==> src/shared/sata_pm_pkg.sv <==
package sata_pm_pkg;
	localparam int         PORTS            = 3;
	localparam int         TW               = 32;
	localparam int         STATE_W          = 3;
	localparam int         CLK_PERIOD_PS    = 10000;
	localparam int         PS_PER_NS        = 1000;
	localparam int         PS_PER_MS        = 1000000000;
	localparam int         PARTIAL_EXIT_NS  = 10;
	localparam int         SLUMBER_EXIT_MS  = 10;
	localparam int         DEVSLP_EXIT_MS   = 20;
	localparam int         PARTIAL_EXIT_RAW = PARTIAL_EXIT_NS * PS_PER_NS / CLK_PERIOD_PS;
	localparam int         PARTIAL_EXIT_CYC = (PARTIAL_EXIT_RAW < 1) ? 1 : PARTIAL_EXIT_RAW;
	localparam int         CYC_PER_MS       = PS_PER_MS / CLK_PERIOD_PS;
	localparam int         SLUMBER_EXIT_CYC = SLUMBER_EXIT_MS * CYC_PER_MS;
	localparam logic [7:0] DEVSLP_EXIT_RST  = 8'(DEVSLP_EXIT_MS);

	localparam logic [7:0] ADDR_PM_CTRL     = 8'h00;
	localparam logic [7:0] ADDR_MODE        = 8'h04;
	localparam logic [7:0] ADDR_PORT_CS     = 8'h08;
	localparam logic [7:0] ADDR_LINK_CTRL   = 8'h40;
	localparam logic [7:0] ADDR_LINK_CMD    = 8'h44;
	localparam logic [7:0] ADDR_LINK_STAT   = 8'h48;
	localparam logic [7:0] ADDR_DEVSLP_TMO  = 8'h4C;
	localparam logic [7:0] ADDR_DPG         = 8'h50;

	localparam int         PM_STATE_W       = 2;
	localparam int         MODE_RAID_BIT    = 0;
	localparam int         MODE_ALT_ID_BIT  = 7;
	localparam int         MODE_AVAIL_BIT   = 8;
	localparam int         PCS_PRESENT_LSB  = 8;
	localparam int         CTRL_LOW_PWR_BIT = 8;
	localparam int         CTRL_INT_EN_BIT  = 9;
	localparam int         STAT_TMO_LSB     = 16;
	localparam int         STAT_BUSY_LSB    = 24;
	localparam int         DEVICE_SLEEP_EXIT_TIMEOUT_W           = 8;

	localparam logic [1:0] PM_D0            = 2'h0;
	localparam logic [1:0] PM_D3            = 2'h3;
	localparam logic [1:0] RESP_OKAY        = 2'h0;
	localparam logic [1:0] RESP_SLVERR      = 2'h2;
	localparam logic [1:0] RESP_DECODE      = 2'h3;

	typedef enum logic [STATE_W-1:0] {
		LINK_ACTIVE   = 3'h0,
		LINK_PARTIAL  = 3'h1,
		LINK_SLUMBER  = 3'h3,
		LINK_DEVSLEEP = 3'h2,
		LINK_WAKE     = 3'h6
	} link_state_t;

	typedef struct packed {
		logic req_partial;
		logic req_slumber;
		logic rx_comwake;
		logic phy_ready;
		logic attached;
	} phy_in_t;

	typedef struct packed {
		logic pm_ack;
		logic tx_comwake;
		logic devslp;
		logic power_gate;
		logic oob_off;
	} phy_out_t;

	typedef struct packed {
		link_state_t   state;
		logic          pend;
		logic          from_ds;
		logic [TW-1:0] cnt;
		logic [TW-1:0] limit;
		logic          timeout;
		phy_out_t      out;
	} port_regs_t;

	typedef struct packed {
		logic out;
		logic oe_n;
	} led_t;

	typedef struct packed {
		logic              waitrequest;
		logic [31:0]       readdata;
		logic [1:0]        response;
		logic [1:0]        pm_state;
		logic              raid_mode;
		logic              alt_id;
		logic              raid_avail;
		logic [PORTS-1:0]  port_en;
		logic [PORTS-1:0]  dpg_en;
		logic [PORTS-1:0]  devslp_en;
		logic [PORTS-1:0]  host_need;
		logic [PORTS-1:0]  tmo_flag;
		logic              low_power;
		logic              int_en;
		logic [DEVICE_SLEEP_EXIT_TIMEOUT_W-1:0] device_sleep_exit_timeout;
		logic              irq;
	} regs_t;
endpackage

==> src/hdl/link_pm_port.sv <==
`timescale 1ns/100ps
`default_nettype none
module link_pm_port (
	input  wire logic                     sys_clk,
	input  wire logic                     resetn,
	input  wire logic                     enable,
	input  wire logic                     d3,
	input  wire logic                     low_power,
	input  wire logic                     dpg_en,
	input  wire logic                     devslp_en,
	input  wire logic                     host_need,
	input  wire logic [sata_pm_pkg::TW-1:0] slumber_limit,
	input  wire logic [sata_pm_pkg::TW-1:0] devslp_limit,
	input  wire sata_pm_pkg::phy_in_t     phy_rx,
	output var  sata_pm_pkg::phy_out_t    phy_tx,
	output var  sata_pm_pkg::link_state_t state,
	output logic                          timeout
);
	import sata_pm_pkg::*;

	localparam logic [TW-1:0] PARTIAL_LIMIT = TW'(PARTIAL_EXIT_CYC);

	port_regs_t r;
	port_regs_t next_r;

	always_comb begin
		next_r = r;
		next_r.out.pm_ack = 1'b0;
		next_r.out.tx_comwake = 1'b0;
		next_r.timeout = 1'b0;
		if (host_need) begin
			next_r.pend = 1'b1;
		end
		if (!enable || d3) begin
			next_r.state = LINK_ACTIVE;
			next_r.pend = 1'b0;
			next_r.from_ds = 1'b0;
			next_r.out.devslp = 1'b0;
		end else begin
			unique case (r.state)
				LINK_ACTIVE: begin
					next_r.pend = 1'b0;
					if (phy_rx.req_partial || phy_rx.req_slumber) begin
						next_r.out.pm_ack = 1'b1;
						next_r.state = phy_rx.req_slumber ? LINK_SLUMBER : LINK_PARTIAL;
					end
				end
				LINK_PARTIAL: begin
					if (r.pend || host_need || phy_rx.rx_comwake) begin
						next_r.out.tx_comwake = r.pend || host_need;
						next_r.pend = 1'b0;
						next_r.cnt = '0;
						next_r.limit = PARTIAL_LIMIT;
						next_r.state = LINK_WAKE;
					end
				end
				LINK_SLUMBER: begin
					if (r.pend || host_need || (phy_rx.rx_comwake && !low_power)) begin
						next_r.out.tx_comwake = r.pend || host_need;
						next_r.pend = 1'b0;
						next_r.cnt = '0;
						next_r.limit = r.from_ds ? r.limit : slumber_limit;
						next_r.from_ds = 1'b0;
						next_r.state = LINK_WAKE;
					end else if (devslp_en) begin
						next_r.out.devslp = 1'b1;
						next_r.state = LINK_DEVSLEEP;
					end
				end
				LINK_DEVSLEEP: begin
					if (r.pend || host_need || !devslp_en) begin
						next_r.out.devslp = 1'b0;
						next_r.from_ds = 1'b1;
						next_r.limit = devslp_limit;
						next_r.state = LINK_SLUMBER;
					end
				end
				LINK_WAKE: begin
					if (phy_rx.phy_ready) begin
						next_r.state = LINK_ACTIVE;
					end else if (r.cnt != r.limit) begin
						next_r.cnt = r.cnt + 1'b1;
					end else begin
						next_r.timeout = 1'b1;
						next_r.state = LINK_ACTIVE;
					end
				end
				default: begin
					next_r.state = LINK_ACTIVE;
				end
			endcase
		end
		next_r.out.power_gate = d3 || (dpg_en && (next_r.state == LINK_SLUMBER ||
			next_r.state == LINK_DEVSLEEP));
		next_r.out.oob_off = d3 || (low_power && next_r.state == LINK_SLUMBER);
	end

	always_ff @(posedge sys_clk or negedge resetn) begin
		if (!resetn) begin
			r <= '0;
		end else begin
			r <= next_r;
		end
	end

	assign phy_tx = r.out;
	assign state = r.state;
	assign timeout = r.timeout;
endmodule // link_pm_port
`default_nettype wire

==> src/hdl/activity_led.sv <==
`timescale 1ns/100ps
`default_nettype none
module activity_led (
	input  wire logic                          sys_clk,
	input  wire logic                          resetn,
	input  wire logic [sata_pm_pkg::PORTS-1:0] port_busy_bit,
	output logic                               led_o,
	output logic                               led_oe_n
);
	import sata_pm_pkg::*;

	led_t r;
	led_t next_r;

	always_comb begin
		next_r = r;
		next_r.out = 1'b0;
		next_r.oe_n = !(|port_busy_bit);
	end

	always_ff @(posedge sys_clk or negedge resetn) begin
		if (!resetn) begin
			r <= '{out: 1'b0, oe_n: 1'b1};
		end else begin
			r <= next_r;
		end
	end

	assign led_o = r.out;
	assign led_oe_n = r.oe_n;
endmodule // activity_led
`default_nettype wire

==> src/hdl/sata_link_power_presence_led.sv <==
// The Avalon-MM interface to the registers and the address map were left to the implementer.
`timescale 1ns/100ps
`default_nettype none
module sata_link_power_presence_led #(
	parameter int CYC_PER_MS_P       = sata_pm_pkg::CYC_PER_MS,
	parameter int SLUMBER_EXIT_CYC_P = sata_pm_pkg::SLUMBER_EXIT_CYC
) (
	input  wire logic                              sys_clk,
	input  wire logic                              resetn,
	input  wire logic [7:0]                        avs_address,
	input  wire logic                              avs_read,
	input  wire logic                              avs_write,
	input  wire logic [31:0]                       avs_writedata,
	input  wire logic [3:0]                        avs_byteenable,
	output logic [31:0]                            avs_readdata,
	output logic                                   avs_waitrequest,
	output logic [1:0]                             avs_response,
	input  wire sata_pm_pkg::phy_in_t [sata_pm_pkg::PORTS-1:0]  phy_rx,
	output var  sata_pm_pkg::phy_out_t [sata_pm_pkg::PORTS-1:0] phy_tx,
	input  wire logic [sata_pm_pkg::PORTS-1:0]     port_busy_bit,
	input  wire logic                              intr_pending,
	output logic                                   irq,
	output logic                                   raid_available,
	output logic                                   activity_led_n_o,
	output logic                                   activity_led_n_oe_n
);
	import sata_pm_pkg::*;

	localparam logic [TW-1:0] SLUMBER_LIMIT = TW'(SLUMBER_EXIT_CYC_P);
	localparam logic [TW-1:0] MS_CYCLES     = TW'(CYC_PER_MS_P);

	regs_t            r;
	regs_t            next_r;
	link_state_t      port_state [PORTS];
	logic [PORTS-1:0] tmo_pulse;
	logic [PORTS-1:0] present;
	logic [TW-1:0]    devslp_limit;
	logic             pm_d3;
	logic [31:0]      view;
	logic [31:0]      wword;
	logic [31:0]      wmask;
	logic             wr_go;
	logic             mem_ok;

	function automatic logic is_cfg(input logic [7:0] a);
		return a == ADDR_PM_CTRL || a == ADDR_MODE || a == ADDR_PORT_CS || a == ADDR_DPG;
	endfunction

	function automatic logic is_mem(input logic [7:0] a);
		return a == ADDR_LINK_CTRL || a == ADDR_LINK_CMD || a == ADDR_LINK_STAT ||
			a == ADDR_DEVSLP_TMO;
	endfunction

	function automatic logic [31:0] lane_mask(input logic [3:0] be);
		logic [31:0] m;
		m = '0;
		for (int b = 0; b < 4; b++) begin
			m[b*8 +: 8] = {8{be[b]}};
		end
		return m;
	endfunction

	assign pm_d3 = r.pm_state == PM_D3;
	assign devslp_limit = TW'((r.device_sleep_exit_timeout == '0) ? DEVSLP_EXIT_RST : r.device_sleep_exit_timeout) * MS_CYCLES;

	always_comb begin
		for (int i = 0; i < PORTS; i++) begin
			present[i] = phy_rx[i].attached && r.port_en[i] && !pm_d3;
		end
	end

	always_comb begin
		view = '0;
		case (avs_address)
			ADDR_PM_CTRL: begin
				view[PM_STATE_W-1:0] = r.pm_state;
			end
			ADDR_MODE: begin
				view[MODE_RAID_BIT] = r.raid_mode;
				view[MODE_ALT_ID_BIT] = r.alt_id;
				view[MODE_AVAIL_BIT] = r.raid_avail;
			end
			ADDR_PORT_CS: begin
				view[PORTS-1:0] = r.port_en;
				view[PCS_PRESENT_LSB +: PORTS] = present;
			end
			ADDR_DPG: begin
				view[PORTS-1:0] = r.dpg_en;
			end
			ADDR_LINK_CTRL: begin
				view[PORTS-1:0] = r.devslp_en;
				view[CTRL_LOW_PWR_BIT] = r.low_power;
				view[CTRL_INT_EN_BIT] = r.int_en;
			end
			ADDR_LINK_STAT: begin
				for (int i = 0; i < PORTS; i++) begin
					view[i*STATE_W +: STATE_W] = port_state[i];
				end
				view[STAT_TMO_LSB +: PORTS] = r.tmo_flag;
				view[STAT_BUSY_LSB +: PORTS] = port_busy_bit;
			end
			ADDR_DEVSLP_TMO: begin
				view[DEVICE_SLEEP_EXIT_TIMEOUT_W-1:0] = r.device_sleep_exit_timeout;
			end
			default: begin
				view = '0;
			end
		endcase
	end

	always_comb begin
		next_r = r;
		next_r.host_need = '0;
		next_r.waitrequest = 1'b1;
		wmask = lane_mask(avs_byteenable);
		wword = (view & ~wmask) | (avs_writedata & wmask);
		mem_ok = is_mem(avs_address) && !pm_d3;
		wr_go = avs_write && !r.waitrequest && (is_cfg(avs_address) || mem_ok);
		if ((avs_read || avs_write) && r.waitrequest) begin
			next_r.waitrequest = 1'b0;
			next_r.readdata = '0;
			if (is_cfg(avs_address) || mem_ok) begin
				next_r.response = RESP_OKAY;
				if (avs_read) begin
					next_r.readdata = view;
				end
			end else if (is_mem(avs_address)) begin
				next_r.response = RESP_SLVERR;
			end else begin
				next_r.response = RESP_DECODE;
			end
		end
		next_r.tmo_flag = r.tmo_flag | tmo_pulse;
		if (wr_go) begin
			case (avs_address)
				ADDR_PM_CTRL: begin
					next_r.pm_state = wword[PM_STATE_W-1:0];
				end
				ADDR_MODE: begin
					next_r.raid_mode = wword[MODE_RAID_BIT];
					next_r.alt_id = wword[MODE_ALT_ID_BIT];
				end
				ADDR_PORT_CS: begin
					next_r.port_en = wword[PORTS-1:0];
				end
				ADDR_DPG: begin
					next_r.dpg_en = wword[PORTS-1:0];
				end
				ADDR_LINK_CTRL: begin
					next_r.devslp_en = wword[PORTS-1:0];
					next_r.low_power = wword[CTRL_LOW_PWR_BIT];
					next_r.int_en = wword[CTRL_INT_EN_BIT];
				end
				ADDR_LINK_CMD: begin
					next_r.host_need = wword[PORTS-1:0] & r.port_en;
				end
				ADDR_LINK_STAT: begin
					next_r.tmo_flag = (r.tmo_flag & ~(avs_writedata[STAT_TMO_LSB +: PORTS] &
						wmask[STAT_TMO_LSB +: PORTS])) | tmo_pulse;
				end
				ADDR_DEVSLP_TMO: begin
					next_r.device_sleep_exit_timeout = wword[DEVICE_SLEEP_EXIT_TIMEOUT_W-1:0];
				end
				default: begin
					next_r.host_need = '0;
				end
			endcase
		end
		next_r.irq = intr_pending && r.int_en && !pm_d3;
		next_r.raid_avail = r.raid_mode && !r.alt_id;
	end

	always_ff @(posedge sys_clk or negedge resetn) begin
		if (!resetn) begin
			r <= '{waitrequest: 1'b1, device_sleep_exit_timeout: DEVSLP_EXIT_RST, default: '0};
		end else begin
			r <= next_r;
		end
	end

	assign avs_readdata = r.readdata;
	assign avs_waitrequest = r.waitrequest;
	assign avs_response = r.response;
	assign irq = r.irq;
	assign raid_available = r.raid_avail;

	activity_led u_led (
		.sys_clk       (sys_clk),
		.resetn        (resetn),
		.port_busy_bit (port_busy_bit),
		.led_o         (activity_led_n_o),
		.led_oe_n      (activity_led_n_oe_n)
	);

	for (genvar i = 0; i < PORTS; i++) begin : g_port
		link_pm_port u_port (
			.sys_clk       (sys_clk),
			.resetn        (resetn),
			.enable        (r.port_en[i]),
			.d3            (pm_d3),
			.low_power     (r.low_power),
			.dpg_en        (r.dpg_en[i]),
			.devslp_en     (r.devslp_en[i]),
			.host_need     (r.host_need[i]),
			.slumber_limit (SLUMBER_LIMIT),
			.devslp_limit  (devslp_limit),
			.phy_rx        (phy_rx[i]),
			.phy_tx        (phy_tx[i]),
			.state         (port_state[i]),
			.timeout       (tmo_pulse[i])
		);

	end
endmodule // sata_link_power_presence_led
`default_nettype wire

==> config.mk <==
export PLATFORM = sky130hd
export DESIGN_NAME = sata_link_power_presence_led
export DESIGN_NICKNAME = d
export VERILOG_FILES = /design/src/shared/sata_pm_pkg.sv /design/src/hdl/link_pm_port.sv /design/src/hdl/activity_led.sv /design/src/hdl/sata_link_power_presence_led.sv
export SDC_FILE = /design/constraint.sdc
export NUM_CORES = 1
export LEC_CHECK = 0
export BUFFER_PORTS_ARGS = -buffer_cell sky130_fd_sc_hd__buf_2
export CAP_MARGIN = 15
export CELL_PAD_IN_SITES_DETAIL_PLACEMENT = 0
export CELL_PAD_IN_SITES_GLOBAL_PLACEMENT = 2
export CORE_MARGIN = 1
export CORE_UTILIZATION = 38
export DETAILED_ROUTE_END_ITERATION = 7
export PLACE_DENSITY_LB_ADDON = 0.05
export SLEW_MARGIN = 20
export SYNTH_ARGS = -nofsm -noshare
export SYNTH_HDL_FRONTEND = slang
export SYNTH_SLANG_ARGS = --single-unit
==> constraint.sdc <==
create_clock -name sys_clk -period 5.18 [get_ports sys_clk]
set_clock_uncertainty 0.05 [all_clocks]
set_input_delay 1.554 -clock sys_clk [delete_from_list [all_inputs] [get_ports sys_clk]]
set_output_delay 1.554 -clock sys_clk [all_outputs]
set_load 0.02 [all_outputs]
==> results of run 1 <==
[layout make-up]
type / instances / area (um^2)
fillers: 3564 / 20140
multi-input cells: 1112 / 7081
flip-flops and latches: 244 / 6111
clock buffers: 44 / 914.6
repair buffers: 116 / 695.7
well taps: 461 / 576.8
inverters: 57 / 214.0
clock inverters: 8 / 96.34
[synth_stat cells (5+ instances only)]
cell type,instances
nor3_1,36
xnor2_1,74
o31ai_1,26
a21oi_1,69
nor2_1,128
nor2b_1,17
o31a_1,7
mux2i_1,7
a22oi_1,7
nand2b_1,12
buf_4,50
nand3_1,33
or4_1,7
o2111ai_1,6
inv_1,56
a21o_1,11
a211oi_1,5
a22o_1,26
or3_1,28
a221o_1,6
o21ai_0,100
fa_1,12
and3_1,27
and2_1,13
xor2_1,67
nand2_1,185
mux2_2,7
or2_2,7
dfrtp_1,240
clkbuf_1,50
nor4_1,20
a31oi_1,10
nand4_1,36
ha_1,50
o211ai_1,9
[metrics by stage]
stage          worst slack, ns  hold slack [ns]  total power, mW
6_report                0.4118           0.3720            4.734
2_1_floorplan           0.6201           0.3544            2.448
4_1_cts                 0.2524           0.3758            4.808
3_5_place_dp            0.2969           0.3622            2.636
3_3_place_gp            0.2977           0.3657            2.634
5_1_grt              -0.002593           0.3881            4.947
[state kept, by name, summed over array words and instances (netlist names)]
signal / count
g_port.u_port.timeout: 3
g_port.u_port.r: 165
g_port.u_port.phy_tx: 15
g_port.u_port.state: 9
avs_response: 2
avs_waitrequest: 1
raid_available: 1
r: 29
avs_readdata: 17
irq: 1
u_led.led_oe_n: 1
[worst reg2reg max path: stages (launching register included)]
cell     delay [ns]
dfrtp_1        0.37
inv_1          0.08
ha_1           0.14
nor4b_2        0.22
buf_4          0.16
a31oi_1        0.16
a21o_1         0.25
fa_1           0.51
inv_1          0.05
fa_1           0.39
ha_1           0.29
ha_1           0.34
or2_2          0.32
o31a_1         0.12
a31oi_1        0.25
o21ai_0        0.20
o31a_1         0.29
xor2_1         0.31
a22o_1         0.19
[repair_timing]
action	CTS	global route
buffers inserted	0	0
gates resized for setup	0	4
setup endpoints to repair	0	12
[per-layer routing]
| metal | vias up | routed length, um |
|---|---|---|
| li1 | 5321 | - |
| met1 | 5108 | 19630 |
| met2 | 137 | 16890 |
| met3 | 34 | 1036 |
| met4 | 0 | 613 |
| met5 | - | 0 |
[worst paths after layout]
check / cells past startpoint / end / slack, ns / start
hold reg to reg: 1 / r[12] / 0.37 / g_port[1].u_port.timeout
min in group asynchronous: 1 / g_port[2].u_port.r[69] / 0.96 / resetn
setup / recovery: 18 / g_port[1].u_port.r[26] / 0.41 / r[2]
max in group asynchronous: 2 / r[5] / 3.15 / resetn
hold / removal: 1 / r[12] / 0.37 / g_port[1].u_port.timeout
setup reg to reg: 18 / g_port[1].u_port.r[26] / 0.41 / r[2]
[logic make-up after synthesis]
group                    after synthesis  share of synthesized area [%]
AO/OA/AOI/OAI                        307                          14.08
XOR/XNOR                             141                          8.873
adder cells (fa/ha/maj)               62                          6.221
buffers and inverters                162                          5.781
flip-flops                           244                          43.91
multiplexers                          14                          1.070
other                                  1                        0.02695
AND/OR/NAND/NOR                      572                          20.04
[where the power goes]
| part | leakage, nW | total [mW] | internal, mW | switching (mW) |
|---|---|---|---|---|
| Combinational | 3.51 | 0.525 | 0.183 | 0.343 |
| Sequential | 3.34 | 2.07 | 1.98 | 0.0895 |
| Clock | 0.500 | 2.14 | 1.31 | 0.834 |
| Total | 7.35 | 4.73 | 3.47 | 1.27 |
==> results.ini, run 1 <==
[run_status]
status=finished, violations left
violations=DRC

[grt]
top_usage_layer=met2
grt_first_pass_wirelength_um=61550
gr-total-overflow=0
gr-usage-met3_pct=2.214
antenna_found_initial=1
grt_usage_pct=20.70
use_met2_pct=31.87
grt_pass1_vias=10543
grt_start_max_net_pins=110
grt_use_met1_pct=31.43

[critical_path]
crit_chain=inv_1, ha_1, nor4b_2, buf_4, a31oi_1, a21o_1, fa_1, inv_1, fa_1, ha_1, ha_1, or2_2, o31a_1, a31oi_1, o21ai_0, o31a_1, xor2_1, a22o_1
start_kind=register
crit_arrival_ns=5.21
cp_slowest_stage_delay_ns=0.51
cp_max_fo=4
path_common_cell=ha_1
crit_family=adder cells
cp-end-kind=register
crit_type=reg2reg
critPathSlowestCell=fa_1
timing.critical_path.buf_inv=3
required_ns=5.62

[cells_and_area]
final_layout_size_suffix_gt1_share_pct=12.52
mostFrequentLayoutCells=240 x dfrtp_1, 185 x nand2_1, 126 x nor2_1
layout_commonest_cell=dfrtp_1
post-route-util_pct=43.79
layoutNonFillerInstCount=2042
diodes=0
fin_area_um2=15690
area_growth_pct=12.73
nets=1690

[timing]
fin_setup_tns_ns=0
maxSlewViolCount=0
worst_pin_slew_ns=0.9995
layout_worst_path_cycle_share_pct=92.05
period_minus_slack_ns=4.768
slew_headroom_pct=33.22
fmax_mhz=209.7
hold_viol=0
finalSetupViolCount=0

[power]
p_leak_nw=7.353
ir_drop_v=0.0002485
power_density_nw_per_um2=301.8

[hold_path]
hp-class=reg2reg

[clocking]
ctsHoldBuffers=0
cts_inserted_buffers=30
clk_latency_ns=0.56
clock_sinks=244
clk_pin_slew_worst_paths_ns=0.06
tritoncts=yes
cts_buffer_depth=3
h-tree-depth=1
clock-root-buffer=clkbuf_16

[yosys]
ys_types=67
yosys.area.top_type=dfrtp_1
synth_top_area_share_pct=43.15
ys_seq_elements=244
synth.cell_area_um2=13920
synth_edf_count=0
syn_area_per_cell_um2=9.260
yosysWarnings=0
yosys_most_used_dff=dfrtp_1
synthArstFlopShare_pct=100.0
ys_seq_area_share_pct=43.91
synth_cells=1503
synth.area.top_cells=dfrtp_1 43%, nand2_1 5.0%, xnor2_1 4.7%

[placed_design]
gp_congestion=0.8107
port-buffer-count=84
place_hpwl_um=28130
dp_cells=1990
place_area_um2=14670

[die]
die_w_um=193.4
rows=69
dieArea_um2=37390
pin_count=121
start_util_pct=38.84
core_um2=35830
die_h_um=193.4

[drt]
firstDrtPassIters=7
post-route-drc-count=1
drt-initial-drc-count=657
viasPerCell=5.191
wl_per_cell_um=18.69
drtAntennaViolNets=0
wl_um=38160
dr_total_vias=10600

[flow_run]
maxCapViolCount=0

No activity file was read; power rests on OpenSTA's default activity.
==> run 2, diff against run 1 <==
--- a/config.mk
+++ b/config.mk
@@ -6,14 +6,15 @@
 export NUM_CORES = 1
 export LEC_CHECK = 0
 export BUFFER_PORTS_ARGS = -buffer_cell sky130_fd_sc_hd__buf_2
-export CAP_MARGIN = 15
 export CELL_PAD_IN_SITES_DETAIL_PLACEMENT = 0
 export CELL_PAD_IN_SITES_GLOBAL_PLACEMENT = 2
 export CORE_MARGIN = 1
 export CORE_UTILIZATION = 38
 export DETAILED_ROUTE_END_ITERATION = 7
 export PLACE_DENSITY_LB_ADDON = 0.05
+export RECOVER_POWER = 25
 export SLEW_MARGIN = 20
 export SYNTH_ARGS = -nofsm -noshare
 export SYNTH_HDL_FRONTEND = slang
 export SYNTH_SLANG_ARGS = --single-unit
+export TNS_END_PERCENT = 20
==> run 2 against run 1 <==
  * The flow finishes with violations (DRC, capacitance limit, slew limit)
  * Worst hold slack is essentially flat
  * Fmax is essentially flat
  * Cell area decreased by 0.18%
  * Combinational power shrank 1%
  * Sequential cell count stayed put
  * Wire length is essentially flat
  * Clock power about the same
  * Largest power group unchanged
  * Highest routed layer unchanged
==> results.ini, run 2 (synthesized netlist as in run 1, its figures left out) <==
[critical_path]
critPathSlowestCell=fa_1  ; unchanged
cp-end-kind=register  ; unchanged
required_ns=5.62  ; about the same
crit_arrival_ns=5.20  ; was 5.21 ns
path_common_cell=ha_1  ; unchanged
start_kind=register  ; unchanged
crit_type=reg2reg  ; unchanged
cp_slowest_stage_delay_ns=0.51  ; about the same
crit_chain=inv_1, ha_1, nor4b_2, buf_4, a31oi_1, a21o_1, fa_1, inv_1, fa_1, ha_1, ha_1, or2_2, o31a_1, a31oi_1, o21ai_0, o31a_1, xor2_1, a22o_1  ; unchanged
cp_max_fo=4  ; unchanged

[clocking]
clk_latency_ns=0.55  ; was 0.56 ns
ctsHoldBuffers=0  ; unchanged
h-tree-depth=1  ; unchanged
tritoncts=yes  ; unchanged
clock_sinks=244  ; unchanged
cts_inserted_buffers=30  ; unchanged
cts_buffer_depth=3  ; unchanged
post_cts_buffers=0  ; unchanged
clock-root-buffer=clkbuf_16  ; unchanged
clk_pin_slew_worst_paths_ns=0.06  ; about the same

[drt]
drt-initial-drc-count=660  ; was 657
viasPerCell=5.206  ; was 5.191
firstDrtPassIters=7  ; unchanged
top_layer_used=met4  ; unchanged
wl_met2_um=17010  ; was 16,890 um
routed-wl-met3_um=1052  ; was 1036 um
wl_um=38200  ; was 38,160 um
post-route-drc-count=1  ; unchanged
drtAntennaViolNets=0  ; unchanged
wl_per_cell_um=18.71  ; was 18.69 um
wl_met1_um=19550  ; was 19,630 um
dr_total_vias=10630  ; was 10,600

[cells_and_area]
final_layout_size_suffix_gt1_share_pct=12.33  ; was 12.52%
largest_reg_flops=165  ; unchanged
area_growth_pct=12.52  ; was 12.73%
fin_area_um2=15660  ; was 15,690 um^2
diodes=0  ; unchanged
top_register=g_port.u_port.r  ; unchanged
post-route-util_pct=43.71  ; was 43.79%
layoutNonFillerInstCount=2042  ; unchanged
mostFrequentLayoutCells=240 x dfrtp_1, 185 x nand2_1, 126 x nor2_1  ; unchanged
nets=1690  ; unchanged
layout_commonest_cell=dfrtp_1  ; unchanged

[die]
core_um2=35830  ; unchanged
die_h_um=193.4  ; unchanged
die_w_um=193.4  ; unchanged
start_util_pct=38.84  ; unchanged
rows=69  ; unchanged
pin_count=121  ; unchanged
dieArea_um2=37390  ; unchanged

[timing]
fin_ws_ns=0.4134  ; was 0.4118 ns
timing.hold.ws_ns=0.3721  ; was 0.3720 ns
layout_worst_path_cycle_share_pct=92.02  ; was 92.05%
period_minus_slack_ns=4.767  ; was 4.768 ns
hold_viol=0  ; unchanged
worst_pin_slew_ns=2.855  ; was 0.9995 ns
maxSlewViolCount=109  ; was 0
slew_headroom_pct=-90.34  ; was 33.22%
finalSetupViolCount=0  ; unchanged
fmax_mhz=209.8  ; was 209.7 MHz
fin_setup_tns_ns=0  ; unchanged

[grt]
grt_start_max_net_pins=110  ; unchanged
gr-total-overflow=0  ; unchanged
antenna_found_initial=1  ; unchanged
grt_pass1_vias=10543  ; unchanged
grt_first_pass_wirelength_um=61550  ; unchanged
grt_usage_pct=20.70  ; unchanged

[placed_design]
gp_congestion=0.8107  ; unchanged
place_hpwl_um=28130  ; unchanged
dp_cells=1990  ; unchanged
place_ws_ns=0.2969  ; unchanged
port-buffer-count=84  ; unchanged
place_area_um2=14670  ; unchanged

[run_status]
violations=DRC, capacitance limit, slew limit  ; was DRC
status=finished, violations left  ; unchanged

[power]
power_mw=4.726  ; was 4.734 mW
ir_drop_v=0.0002490  ; was 0.0002485 V
p_leak_nw=7.335  ; was 7.353 nW
power_density_nw_per_um2=301.8  ; about the same

[flow_run]
maxCapViolCount=1  ; was 0

[hold_path]
hp-class=reg2reg  ; unchanged

[run 2: what timing repair did]
item,4_1_cts,5_1_grt
endpoints found under the hold margin,0,0
endpoints found under the setup margin,0,12
resized for setup,0,4
[run 2: routing by layer]
metal	up-vias	global-route usage (%)
met3	32	2.214
met1	5135	31.43
met5	-	0
met2	137	31.87
li1	5326	-
met4	0	3.852
[run 2: layout make-up]
cell class / instances / area (um^2)
Tap cell: 461 / 576.8
Fill cell: 3564 / 20170
Timing Repair Buffer: 116 / 666.9
Inverter: 57 / 214.0
Clock buffer: 44 / 914.6
Clock inverter: 8 / 96.34
Sequential cell: 244 / 6111
Multi-Input combinational cell: 1112 / 7081
[run 2: final timing paths]
check	cells after the start	slack (ns)	to	from
setup / recovery	18	0.41	g_port[1].u_port.r[26]	r[2]
hold / removal	1	0.37	r[12]	g_port[1].u_port.timeout
setup reg to reg	18	0.41	g_port[1].u_port.r[26]	r[2]
hold reg to reg	1	0.37	r[12]	g_port[1].u_port.timeout
max in group asynchronous	2	0.93	r[8]	resetn
min in group asynchronous	1	1.83	g_port[2].u_port.r[66]	resetn
[run 2: critical path: cells and delay by family (launching register included)]
| family | cells | cell delay (ns) |
|---|---|---|
| fa+ha+maj | 5 | 1.67 |
| compound gates | 7 | 1.46 |
| simple gates | 2 | 0.54 |
| flops | 1 | 0.37 |
| xor+xnor | 1 | 0.31 |
| buf+inv | 3 | 0.29 |
[run 2: power by group]
group          switching (mW)  internal [mW]
logic                   0.341          0.179
registers              0.0887           1.98
clock network           0.832           1.31
